$ cat src/verilog/loop_eval_defs.svh
/*
  Constants of the per-channel vehicle evaluation: reset values,
  correction limits and timing counts. Assumes a 20 MHz ref_clk.
*/
`ifndef LOOP_EVAL_DEFS_SVH
`define LOOP_EVAL_DEFS_SVH

// clock rate and derived second
`define REF_CLK_HZ 20000000
`define SEC_CYCLES (`REF_CLK_HZ * 1)

// sensitivity recovery after a stuck vehicle leaves, in seconds
`define RECOVERY_TIME_S 4
`define RECOVERY_SECS 8'(`RECOVERY_TIME_S)

// length correction, decimetres
`define LEN_CORR_MAX 5'd20
`define LEN_CORR_DEF_TYPE0 5'd10
`define LEN_CORR_DEF_TYPE1 5'd12
`define LEN_CORR_DEF_TYPE2 5'd14
`define LEN_CORR_DEF_TYPE3 5'd10

// reset values of configuration, and the hold diagnostic count limit
`define MIN_SPEED_RST 8'd20
`define HOLD_SECS_RST 8'd0
`define HOLD_INF_RST 1'b1
`define BUS_ADDR_RST 8'h01
`define DIAG_MAX 16'hffff

`endif

$ cat src/verilog/loop_eval_pkg.sv
/*
  Types of the per-channel vehicle evaluation.
  Assumes loop_eval_defs.svh is included by the design files.
*/
package loop_eval_pkg;

  typedef enum logic [1:0] {
    DIR_OFF = 2'b00,
    DIR_FWD = 2'b01,
    DIR_REV = 2'b10
  } dir_mode_t;

  typedef enum logic {
    TAG_NORMAL = 1'b0,
    TAG_WRONG = 1'b1
  } dir_tag_t;

  typedef enum logic [3:0] {
    SUP_FREE = 4'b0001,
    SUP_OCC = 4'b0010,
    SUP_STUCK = 4'b0100,
    SUP_RECOVER = 4'b1000
  } sup_state_t;

  // order: 0 = channel 1 to 2, 1 = channel 2 to 1
  typedef struct packed {
    logic order;
    logic [9:0] atten_len;
    logic [7:0] speed;
  } veh_in_t;

  typedef struct packed {
    logic wrong_way;
    logic order;
    logic [9:0] real_len;
    logic [7:0] speed;
  } telegram_t;

  typedef struct packed {
    dir_tag_t tag;
    logic suffix;
  } svc_line_t;

  typedef struct packed {
    logic [1:0] loop_type;
    logic [4:0] len_corr;
    logic [7:0] min_speed;
    dir_mode_t dir_mode;
    logic [7:0] hold_secs;
    logic hold_inf;
    logic [7:0] bus_addr;
  } cfg_t;

endpackage : loop_eval_pkg

$ cat src/verilog/length_corrector.sv
/*
  Attenuation length to real length, saturating at zero.
  Pure combinational; the caller registers the result.
*/
`timescale 1ns/1ns
`default_nettype none
`include "loop_eval_defs.svh"

module length_corrector
  import loop_eval_pkg::*;
(
  input wire logic [9:0] atten_len,
  input wire logic [4:0] len_corr,
  output logic [9:0] real_len
);

  logic [9:0] corr_w;

  always_comb begin
    corr_w = {5'h00, len_corr};
    if (corr_w > atten_len) begin
      real_len = 10'h000;
    end else begin
      real_len = atten_len - corr_w;
    end
  end

endmodule : length_corrector

`default_nettype wire

$ cat src/verilog/hold_supervisor.sv
/*
  Hold timer and sensitivity recovery of one channel.
  occupied comes from same-clock detection logic.
*/
`timescale 1ns/1ns
`default_nettype none
`include "loop_eval_defs.svh"

module hold_supervisor
  import loop_eval_pkg::*;
#(
  parameter int unsigned SEC_CYCLES = `SEC_CYCLES
) (
  input wire logic ref_clk,
  input wire logic rst_n,
  input wire logic occupied,
  input wire logic [7:0] hold_secs,
  input wire logic hold_inf,
  output logic chan_reset,
  output logic ignore_veh,
  output logic sens_reduced,
  output logic [15:0] diag_count
);

  typedef struct packed {
    sup_state_t state;
    logic occ_prev;
    logic [24:0] pre;
    logic [7:0] secs;
    logic reduced;
    logic reset_pulse;
    logic [15:0] diag;
  } sup_t;

  sup_t s_q, s_d;
  logic tick;
  logic rise;
  logic fall;
  logic finite;

  assign tick = (s_q.pre == 25'(SEC_CYCLES - 1));
  assign rise = occupied && !s_q.occ_prev;
  assign fall = !occupied && s_q.occ_prev;
  // zero seconds counts as static as well
  assign finite = !hold_inf && (hold_secs != 8'h00);

  always_comb begin
    s_d = s_q;
    s_d.occ_prev = occupied;
    s_d.reset_pulse = 1'b0;
    s_d.pre = tick ? 25'h0000000 : s_q.pre + 25'h0000001;
    if (tick) begin
      s_d.secs = (s_q.secs == 8'hff) ? s_q.secs : s_q.secs + 8'h01;
    end
    case (s_q.state)
      SUP_FREE: begin
        if (rise) begin
          s_d.state = SUP_OCC;
          s_d.pre = 25'h0000000;
          s_d.secs = 8'h00;
        end
      end
      SUP_OCC: begin
        if (fall) begin
          s_d.state = s_q.reduced ? SUP_RECOVER : SUP_FREE;
          s_d.pre = 25'h0000000;
          s_d.secs = 8'h00;
        end else if (finite && tick && (s_q.secs + 8'h01 >= hold_secs)) begin
          s_d.state = SUP_STUCK;
          s_d.reduced = 1'b1;
          s_d.reset_pulse = 1'b1;
          if (s_q.diag != `DIAG_MAX) begin
            s_d.diag = s_q.diag + 16'h0001;
          end
        end
      end
      SUP_STUCK: begin
        if (fall) begin
          s_d.state = SUP_RECOVER;
          s_d.pre = 25'h0000000;
          s_d.secs = 8'h00;
        end
      end
      SUP_RECOVER: begin
        if (rise) begin
          // a new vehicle restarts the recovery once it leaves
          s_d.state = SUP_OCC;
          s_d.pre = 25'h0000000;
          s_d.secs = 8'h00;
        end else if (tick && (s_q.secs + 8'h01 >= `RECOVERY_SECS)) begin
          s_d.state = SUP_FREE;
          s_d.reduced = 1'b0;
        end
      end
      default: begin
        s_d.state = SUP_FREE;
      end
    endcase
  end

  always_ff @(posedge ref_clk or negedge rst_n) begin
    if (!rst_n) begin
      s_q <= '{state: SUP_FREE, occ_prev: 1'b0, pre: 25'h0000000,
               secs: 8'h00, reduced: 1'b0, reset_pulse: 1'b0,
               diag: 16'h0000};
    end else begin
      s_q <= s_d;
    end
  end

  assign chan_reset = s_q.reset_pulse;
  assign ignore_veh = (s_q.state == SUP_STUCK);
  assign sens_reduced = s_q.reduced;
  assign diag_count = s_q.diag;

endmodule : hold_supervisor

`default_nettype wire

$ cat src/verilog/loop_vehicle_evaluation.sv
/*
  Per-channel vehicle evaluation of a double-loop detector: length
  correction, wrong-way flagging, bus address and hold supervision.
  Assumes vehicle results, occupancy and configuration strobes come
  from logic on ref_clk; only the address switches are asynchronous.
*/
`timescale 1ns/1ns
`default_nettype none
`include "loop_eval_defs.svh"

module loop_vehicle_evaluation
  import loop_eval_pkg::*;
#(
  parameter int unsigned SEC_CYCLES = `SEC_CYCLES
) (
  input wire logic ref_clk,
  input wire logic rst_n,
  input wire logic [1:0] loop_type,
  input wire logic cfg_wr,
  input wire logic [4:0] cfg_len_corr,
  input wire logic [7:0] cfg_min_speed,
  input wire logic [1:0] cfg_dir_mode,
  input wire logic [7:0] cfg_hold_secs,
  input wire logic cfg_hold_inf,
  input wire logic [7:0] cfg_bus_addr,
  input wire logic [2:0] hw_addr_pins,
  input wire logic hw_addr_en,
  input wire logic occupied,
  input wire logic veh_valid,
  input wire veh_in_t veh,
  output logic tel_valid,
  output telegram_t tel,
  output logic svc_valid,
  output svc_line_t svc,
  output logic [7:0] bus_addr,
  output logic [4:0] len_corr_now,
  output logic chan_reset,
  output logic sens_reduced,
  output logic [15:0] hold_diag
);

  typedef struct packed {
    cfg_t cfg;
    logic [2:0] hw_meta;
    logic [2:0] hw_sync;
    logic tel_valid;
    telegram_t tel;
    svc_line_t svc;
    logic [7:0] addr;
  } eval_t;

  eval_t e_q, e_d;
  logic [9:0] real_len_w;
  logic ignore_w;
  logic opposes_w;
  logic too_slow_w;
  logic [4:0] def_corr_w;
  logic [4:0] cfg_corr_w;
  dir_mode_t dir_in_w;

  // stored correction feeds the subtractor
  length_corrector u_len (
    .atten_len(veh.atten_len),
    .len_corr(e_q.cfg.len_corr),
    .real_len(real_len_w)
  );

  hold_supervisor #(
    .SEC_CYCLES(SEC_CYCLES)
  ) u_hold (
    .ref_clk(ref_clk),
    .rst_n(rst_n),
    .occupied(occupied),
    .hold_secs(e_q.cfg.hold_secs),
    .hold_inf(e_q.cfg.hold_inf),
    .chan_reset(chan_reset),
    .ignore_veh(ignore_w),
    .sens_reduced(sens_reduced),
    .diag_count(hold_diag)
  );

  // default correction per loop type
  always_comb begin
    case (loop_type)
      2'd0: def_corr_w = `LEN_CORR_DEF_TYPE0;
      2'd1: def_corr_w = `LEN_CORR_DEF_TYPE1;
      2'd2: def_corr_w = `LEN_CORR_DEF_TYPE2;
      default: def_corr_w = `LEN_CORR_DEF_TYPE3;
    endcase
  end

  // out-of-range writes are clamped, not refused
  assign cfg_corr_w = (cfg_len_corr > `LEN_CORR_MAX) ? `LEN_CORR_MAX
                                                     : cfg_len_corr;

  // an unknown code reads as evaluation off
  always_comb begin
    case (cfg_dir_mode)
      2'b01: dir_in_w = DIR_FWD;
      2'b10: dir_in_w = DIR_REV;
      default: dir_in_w = DIR_OFF;
    endcase
  end

  // order 0 = 1->2, order 1 = 2->1
  always_comb begin
    case (e_q.cfg.dir_mode)
      DIR_FWD: opposes_w = veh.order;
      DIR_REV: opposes_w = !veh.order;
      default: opposes_w = 1'b0;
    endcase
  end

  // reversing service vehicles crawl; they are not wrong-way drivers
  assign too_slow_w = (veh.speed < e_q.cfg.min_speed);

  always_comb begin
    e_d = e_q;
    e_d.tel_valid = 1'b0;

    // address switches are asynchronous pins
    e_d.hw_meta = hw_addr_pins;
    e_d.hw_sync = e_q.hw_meta;

    // a new loop type pulls in its default, overriding any tuning
    if (loop_type != e_q.cfg.loop_type) begin
      e_d.cfg.loop_type = loop_type;
      e_d.cfg.len_corr = def_corr_w;
    end else if (cfg_wr) begin
      e_d.cfg.len_corr = cfg_corr_w;
    end

    // sensitivity deliberately has no field here
    if (cfg_wr) begin
      e_d.cfg.min_speed = cfg_min_speed;
      e_d.cfg.dir_mode = dir_in_w;
      e_d.cfg.hold_secs = cfg_hold_secs;
      e_d.cfg.hold_inf = cfg_hold_inf;
      e_d.cfg.bus_addr = cfg_bus_addr;
    end

    // switch value 0 disables hardware addressing
    if (hw_addr_en && (e_q.hw_sync != 3'b000)) begin
      e_d.addr = {5'b00000, e_q.hw_sync};
    end else begin
      e_d.addr = e_q.cfg.bus_addr;
    end

    // a vehicle still on the loop after a hold reset is dropped
    if (veh_valid && !ignore_w) begin
      e_d.tel_valid = 1'b1;
      e_d.tel.real_len = real_len_w;
      e_d.tel.order = veh.order;
      e_d.tel.speed = veh.speed;
      e_d.tel.wrong_way = opposes_w && !too_slow_w;
      e_d.svc.suffix = veh.order;
      if (opposes_w && !too_slow_w) begin
        e_d.svc.tag = TAG_WRONG;
      end else begin
        e_d.svc.tag = TAG_NORMAL;
      end
    end
  end

  always_ff @(posedge ref_clk or negedge rst_n) begin
    if (!rst_n) begin
      e_q.cfg <= '{loop_type: 2'd0, len_corr: `LEN_CORR_DEF_TYPE0,
                   min_speed: `MIN_SPEED_RST, dir_mode: DIR_OFF,
                   hold_secs: `HOLD_SECS_RST, hold_inf: `HOLD_INF_RST,
                   bus_addr: `BUS_ADDR_RST};
      e_q.hw_meta <= 3'b000;
      e_q.hw_sync <= 3'b000;
      e_q.tel_valid <= 1'b0;
      e_q.tel <= '0;
      e_q.svc <= '{tag: TAG_NORMAL, suffix: 1'b0};
      e_q.addr <= `BUS_ADDR_RST;
    end else begin
      e_q <= e_d;
    end
  end

  assign tel_valid = e_q.tel_valid;
  assign tel = e_q.tel;
  assign svc_valid = e_q.tel_valid;
  assign svc = e_q.svc;
  assign bus_addr = e_q.addr;
  assign len_corr_now = e_q.cfg.len_corr;

endmodule : loop_vehicle_evaluation

`default_nettype wire

$ cat config.mk
export PLATFORM = sky130hd
export DESIGN_NAME = loop_vehicle_evaluation
export DESIGN_NICKNAME = d
export VERILOG_FILES = /design/src/verilog/loop_eval_pkg.sv /design/src/verilog/length_corrector.sv /design/src/verilog/hold_supervisor.sv /design/src/verilog/loop_vehicle_evaluation.sv
export VERILOG_INCLUDE_DIRS = /design/src /design/src/verilog
export SDC_FILE = /design/constraint.sdc
export NUM_CORES = 1
export LEC_CHECK = 0
export ABC_AREA = 1
export BUFFER_PORTS_ARGS = -buffer_cell sky130_fd_sc_hd__buf_2
export CORE_MARGIN = 2
export CORE_UTILIZATION = 44
export DETAILED_ROUTE_END_ITERATION = 7
export PLACE_DENSITY = 0.7
export REMOVE_ABC_BUFFERS = 1
export SLEW_MARGIN = 20
export SYNTH_ARGS = -nofsm -noshare
export SYNTH_HDL_FRONTEND = slang
export SYNTH_HIERARCHICAL = 1
export SYNTH_SLANG_ARGS = --single-unit
$ cat constraint.sdc
create_clock -name ref_clk -period 2.2 [get_ports ref_clk]
set_clock_uncertainty 0.2 [all_clocks]
set_input_delay 0.44 -clock ref_clk [delete_from_list [all_inputs] [get_ports ref_clk]]
set_output_delay 0.44 -clock ref_clk [all_outputs]
set_load 0.05 [all_outputs]
==> load_flow_metrics.sql <==
INSERT INTO impl_metrics (metric_group, metric, value, unit) VALUES
('global_routing', 'grt_max_degree', '53', ''),
('worst_setup_path', 'critical_path.reg2reg.endpoint', 'u_hold/s_q[55]', ''),
('power', 'power.static_leakage', '4.68', 'nW'),
('worst_setup_path', 'timing.setup.critical_path_class', 'flip-flop to flip-flop', ''),
('worst_setup_path', 'worst-endpoint-arrival', '2.55', 'ns'),
('status', 'outcome', 'complete, but fails checks', ''),
('hold_path', 'hold_path_startpoint', 'cfg_hold_inf', ''),
('drt', 'vias', '6072', ''),
('worst_setup_path', 'critical_path.startpoint_type', 'flip-flop', ''),
('timing', 'hold_viol_final', '0', ''),
('timing', 'unrepaired_setup_endpoints_after_global_routing', 'true', ''),
('timing', 'whs', '0.0147', 'ns'),
('clocking', 'cts_tree', 'built', ''),
('drt', 'drc', '0', ''),
('worst_setup_path', 'cp-end-kind', 'flip-flop', ''),
('clocking', 'numCtsBuffers', '17', ''),
('timing', 'fin_crit', '2.43', 'ns'),
('die', 'number_of_core_rows', '47', ''),
('clocking', 'path_clk_slew', '0.06', 'ns'),
('synth', 'per_instance_average_area_after_synthesis', '7.87', 'um2'),
('timing', 'clock.fmax', '0.411', 'GHz'),
('synth', 'synth_cells', '936', ''),
('clocking', 'cts.sink_count', '125', ''),
('finish', 'post_route_cells_drive_above_1_share', '0.297', ''),
('synth', 'yosys_warnings', '6', ''),
('worst_setup_path', 'cp_slowest_stage_delay', '0.51', 'ns'),
('synth', 'post_synth_cell_types', '46', ''),
('worst_setup_path', 'critical-path-slowest-cell', 'sky130_fd_sc_hd__dfrtp_1', ''),
('placed_design', 'gp_congestion', '0.845', ''),
('finish', 'num-nets-final', '1138', ''),
('finish', 'num_antenna_cells', '0', ''),
('placed_design', 'detailed_place.area', '8010', 'um2'),
('die', 'io_pins', '117', ''),
('worst_setup_path', 'flop_to_flop_setup_slack', '-0.23', 'ns'),
('finish', 'postLayoutCoreUtil', '0.545', ''),
('placed_design', 'numPortBuffers', '116', ''),
('hold_path', 'hold_path_end', 'e_q[45]', ''),
('drt', 'first_iter_violations', '331', ''),
('timing', 'tightest_slew', '0.377', 'ns'),
('timing', 'max_slew_margin', '0.747', ''),
('drt', 'antenna_violating_nets_post_route', '0', ''),
('finish', 'stdcell_area', '8980', 'um2'),
('timing', 'fin_ws', '-0.232', 'ns'),
('status', 'failing_checks', 'negative setup slack', ''),
('timing', 'report.final.slew_viol_count', '0', ''),
('worst_setup_path', 'timing.critical_path.mode_cell', 'sky130_fd_sc_hd__nand2_4', ''),
('global_routing', 'globalRouteOverflowTotal', '0', ''),
('die', 'floorplan_core_area', '16500', 'um2'),
('drt', 'detail_route.first_pass.iterations', '7', ''),
('die', 'start_util', '0.447', ''),
('hold_path', 'min-delay-path-class', 'primary input to flip-flop', ''),
('worst_setup_path', 'timing.rr.start', 'u_hold/s_q[20]', ''),
('global_routing', 'grt_first_pass_wirelength', '25800', 'um'),
('drt', 'final_routed_wire_length_divided_by_cell_count', '12.2', 'um'),
('die', 'die_x', '133', 'um'),
('placed_design', 'hpwl', '11200', 'um'),
('finish', 'flow.area_growth_from_synthesis', '22.0', '%'),
('synth', 'synth-seq-cells', '125', ''),
('worst_setup_path', 'r2r_cells', '15', ''),
('drt', 'wl', '15600', 'um'),
('die', 'die_y', '133', 'um'),
('clocking', 'cts_htree_levels', '4', ''),
('timing', 'finalSetupTns', '-4.25', 'ns'),
('synth', 'asyncSetResetFlopFracSynth', '1.00', ''),
('timing', 'final.period_utilization', '1.11', ''),
('timing', 'final-setup-viol-count', '22', ''),
('global_routing', 'vias_in_the_first_global_route', '5702', ''),
('run', 'drv_cap', '0', ''),
('drt', 'route.detailed.vias_per_inst', '4.73', ''),
('power', 'power.ir.vdd_worst', '0.568', 'mV'),
('synth', 'ys_seq_area_frac', '0.426', '');
==> power by group <==
group / switching (mW) / total (mW) / leakage, nW / internal, mW
Clock: 1.23 / 2.75 / 0.289 / 1.52
Sequential: 0.143 / 2.69 / 1.60 / 2.55
Combinational: 1.45 / 2.06 / 2.79 / 0.607
Total: 2.82 / 7.50 / 4.68 / 4.68
==> metrics by stage <==
stage,worst slack (ns),instances
after floorplan,-0.521,868
after global placement,-0.288,1235
after detailed placement,-0.391,1235
after CTS,-0.208,1278
after global routing,-0.340,1283
final,-0.232,1283
==> area by class of cell <==
| type | count | area [um2] |
|---|---|---|
| clock inverter | 15 | 159 |
| multi-input combinational | 611 | 3460 |
| fill | 1507 | 7480 |
| timing repair buffer | 163 | 1020 |
| tap | 220 | 275 |
| sequential | 125 | 3140 |
| inverter | 132 | 495 |
| clock buffer | 17 | 425 |
==> worst max-delay path by stage <==
stage	from	endpoint	cells past startpoint
floorplan	u_hold/s_q[18]	u_hold/diag_count[0]	13
global route	u_hold/s_q[19]	u_hold/diag_count[0]	15
global placement	u_hold/s_q[18]	u_hold/diag_count[9]	15
detailed placement	u_hold/s_q[18]	u_hold/diag_count[10]	15
CTS	u_hold/s_q[18]	u_hold/s_q[54]	17
finish	u_hold/s_q[20]	u_hold/s_q[55]	15
==> worst max-delay path: cells and delay by family (launching register included) <==
kind            cells  cell delay (ns)
compound gates      2             0.33
fa+ha+maj           1             0.20
buf+inv             1             0.07
flops               1             0.51
simple gates       11             1.01
==> cell usage in the layout, fill, tap and decap left out, types with 19 or more instances in the layout <==
cell,instances
sky130_fd_sc_hd__nand2_1,241
sky130_fd_sc_hd__inv_1,117
sky130_fd_sc_hd__dfrtp_1,117
sky130_fd_sc_hd__buf_2,115
sky130_fd_sc_hd__nor2_1,94
sky130_fd_sc_hd__buf_4,31
sky130_fd_sc_hd__nand2_2,30
sky130_fd_sc_hd__o21ai_0,27
sky130_fd_sc_hd__nand3_1,27
sky130_fd_sc_hd__nor3_1,19
==> cell families (layout without fill, tap and decap cells) <==
| group | Yosys count | after routing | synth area share |
|---|---|---|---|
| flip-flops | 125 | 125 | 0.426 |
| AND/OR/NAND/NOR | 473 | 473 | 0.290 |
| XOR/XNOR | 26 | 26 | 0.0309 |
| AO/OA/AOI/OAI | 86 | 86 | 0.0738 |
| adder cells (fa/ha/maj) | 26 | 26 | 0.0452 |
| buffers and inverters | 200 | 327 | 0.134 |
==> flip-flops by register name (all words and copies together) (netlist names), 3 cells and up <==
| register | cells |
|---|---|
| u_hold/s_q | 38 |
| e_q | 32 |
| tel | 19 |
| u_hold/diag_count | 16 |
| bus_addr | 8 |
| len_corr_now | 5 |
| e_d | 3 |
==> layer usage <==
| layer | share of wire | vias to the layer above | wire (um) | track usage |
|---|---|---|---|---|
| li1 | - | 3096 | - | - |
| met3 | 0.062 | 25 | 965 | 0.0514 |
| met1 | 0.46 | 2796 | 7220 | 0.227 |
| met2 | 0.46 | 155 | 7180 | 0.291 |
| met5 | 0 | - | 0 | 0 |
| met4 | 0.018 | 0 | 277 | 0.0626 |
==> cells in the mapped netlist (2+ instances only) <==
cell type / instances / area (um2)
sky130_fd_sc_hd__dfstp_2: 8 / 210
sky130_fd_sc_hd__ha_1: 25 / 313
sky130_fd_sc_hd__o21ai_1: 5 / 25.0
sky130_fd_sc_hd__nand3_1: 32 / 160
sky130_fd_sc_hd__nand3_2: 2 / 20.0
sky130_fd_sc_hd__clkbuf_1: 4 / 15.0
sky130_fd_sc_hd__inv_1: 122 / 458
sky130_fd_sc_hd__o21ai_2: 18 / 158
sky130_fd_sc_hd__a21oi_1: 18 / 90.1
sky130_fd_sc_hd__nand2_2: 26 / 163
sky130_fd_sc_hd__nand3b_1: 2 / 15.0
sky130_fd_sc_hd__nor3_2: 6 / 60.1
sky130_fd_sc_hd__nor2_1: 99 / 372
sky130_fd_sc_hd__nand2_1: 251 / 942
sky130_fd_sc_hd__buf_4: 55 / 413
sky130_fd_sc_hd__nor2_2: 8 / 50.1
sky130_fd_sc_hd__o31ai_1: 2 / 15.0
sky130_fd_sc_hd__buf_2: 6 / 30.0
sky130_fd_sc_hd__xnor2_1: 9 / 78.8
sky130_fd_sc_hd__o21bai_1: 3 / 22.5
sky130_fd_sc_hd__nand4_1: 12 / 75.1
sky130_fd_sc_hd__dfrtp_1: 117 / 2930
sky130_fd_sc_hd__xor2_1: 17 / 149
sky130_fd_sc_hd__nor2_4: 6 / 67.6
sky130_fd_sc_hd__nand2_4: 2 / 22.5
sky130_fd_sc_hd__a31oi_1: 3 / 18.8
sky130_fd_sc_hd__o21ai_0: 29 / 145
sky130_fd_sc_hd__inv_2: 10 / 37.5
sky130_fd_sc_hd__nor3_1: 20 / 100
sky130_fd_sc_hd__buf_6: 3 / 33.8
==> repair_timing <==
action                     in CTS  in global routing
pin swaps                       1                 18
hold buffers                    8                  0
setup endpoints to repair      22                 32
resized for setup              11                 45
hold endpoints to repair       32                  0
setup buffers                   3                  5
Power figures use the tool's default switching activity.
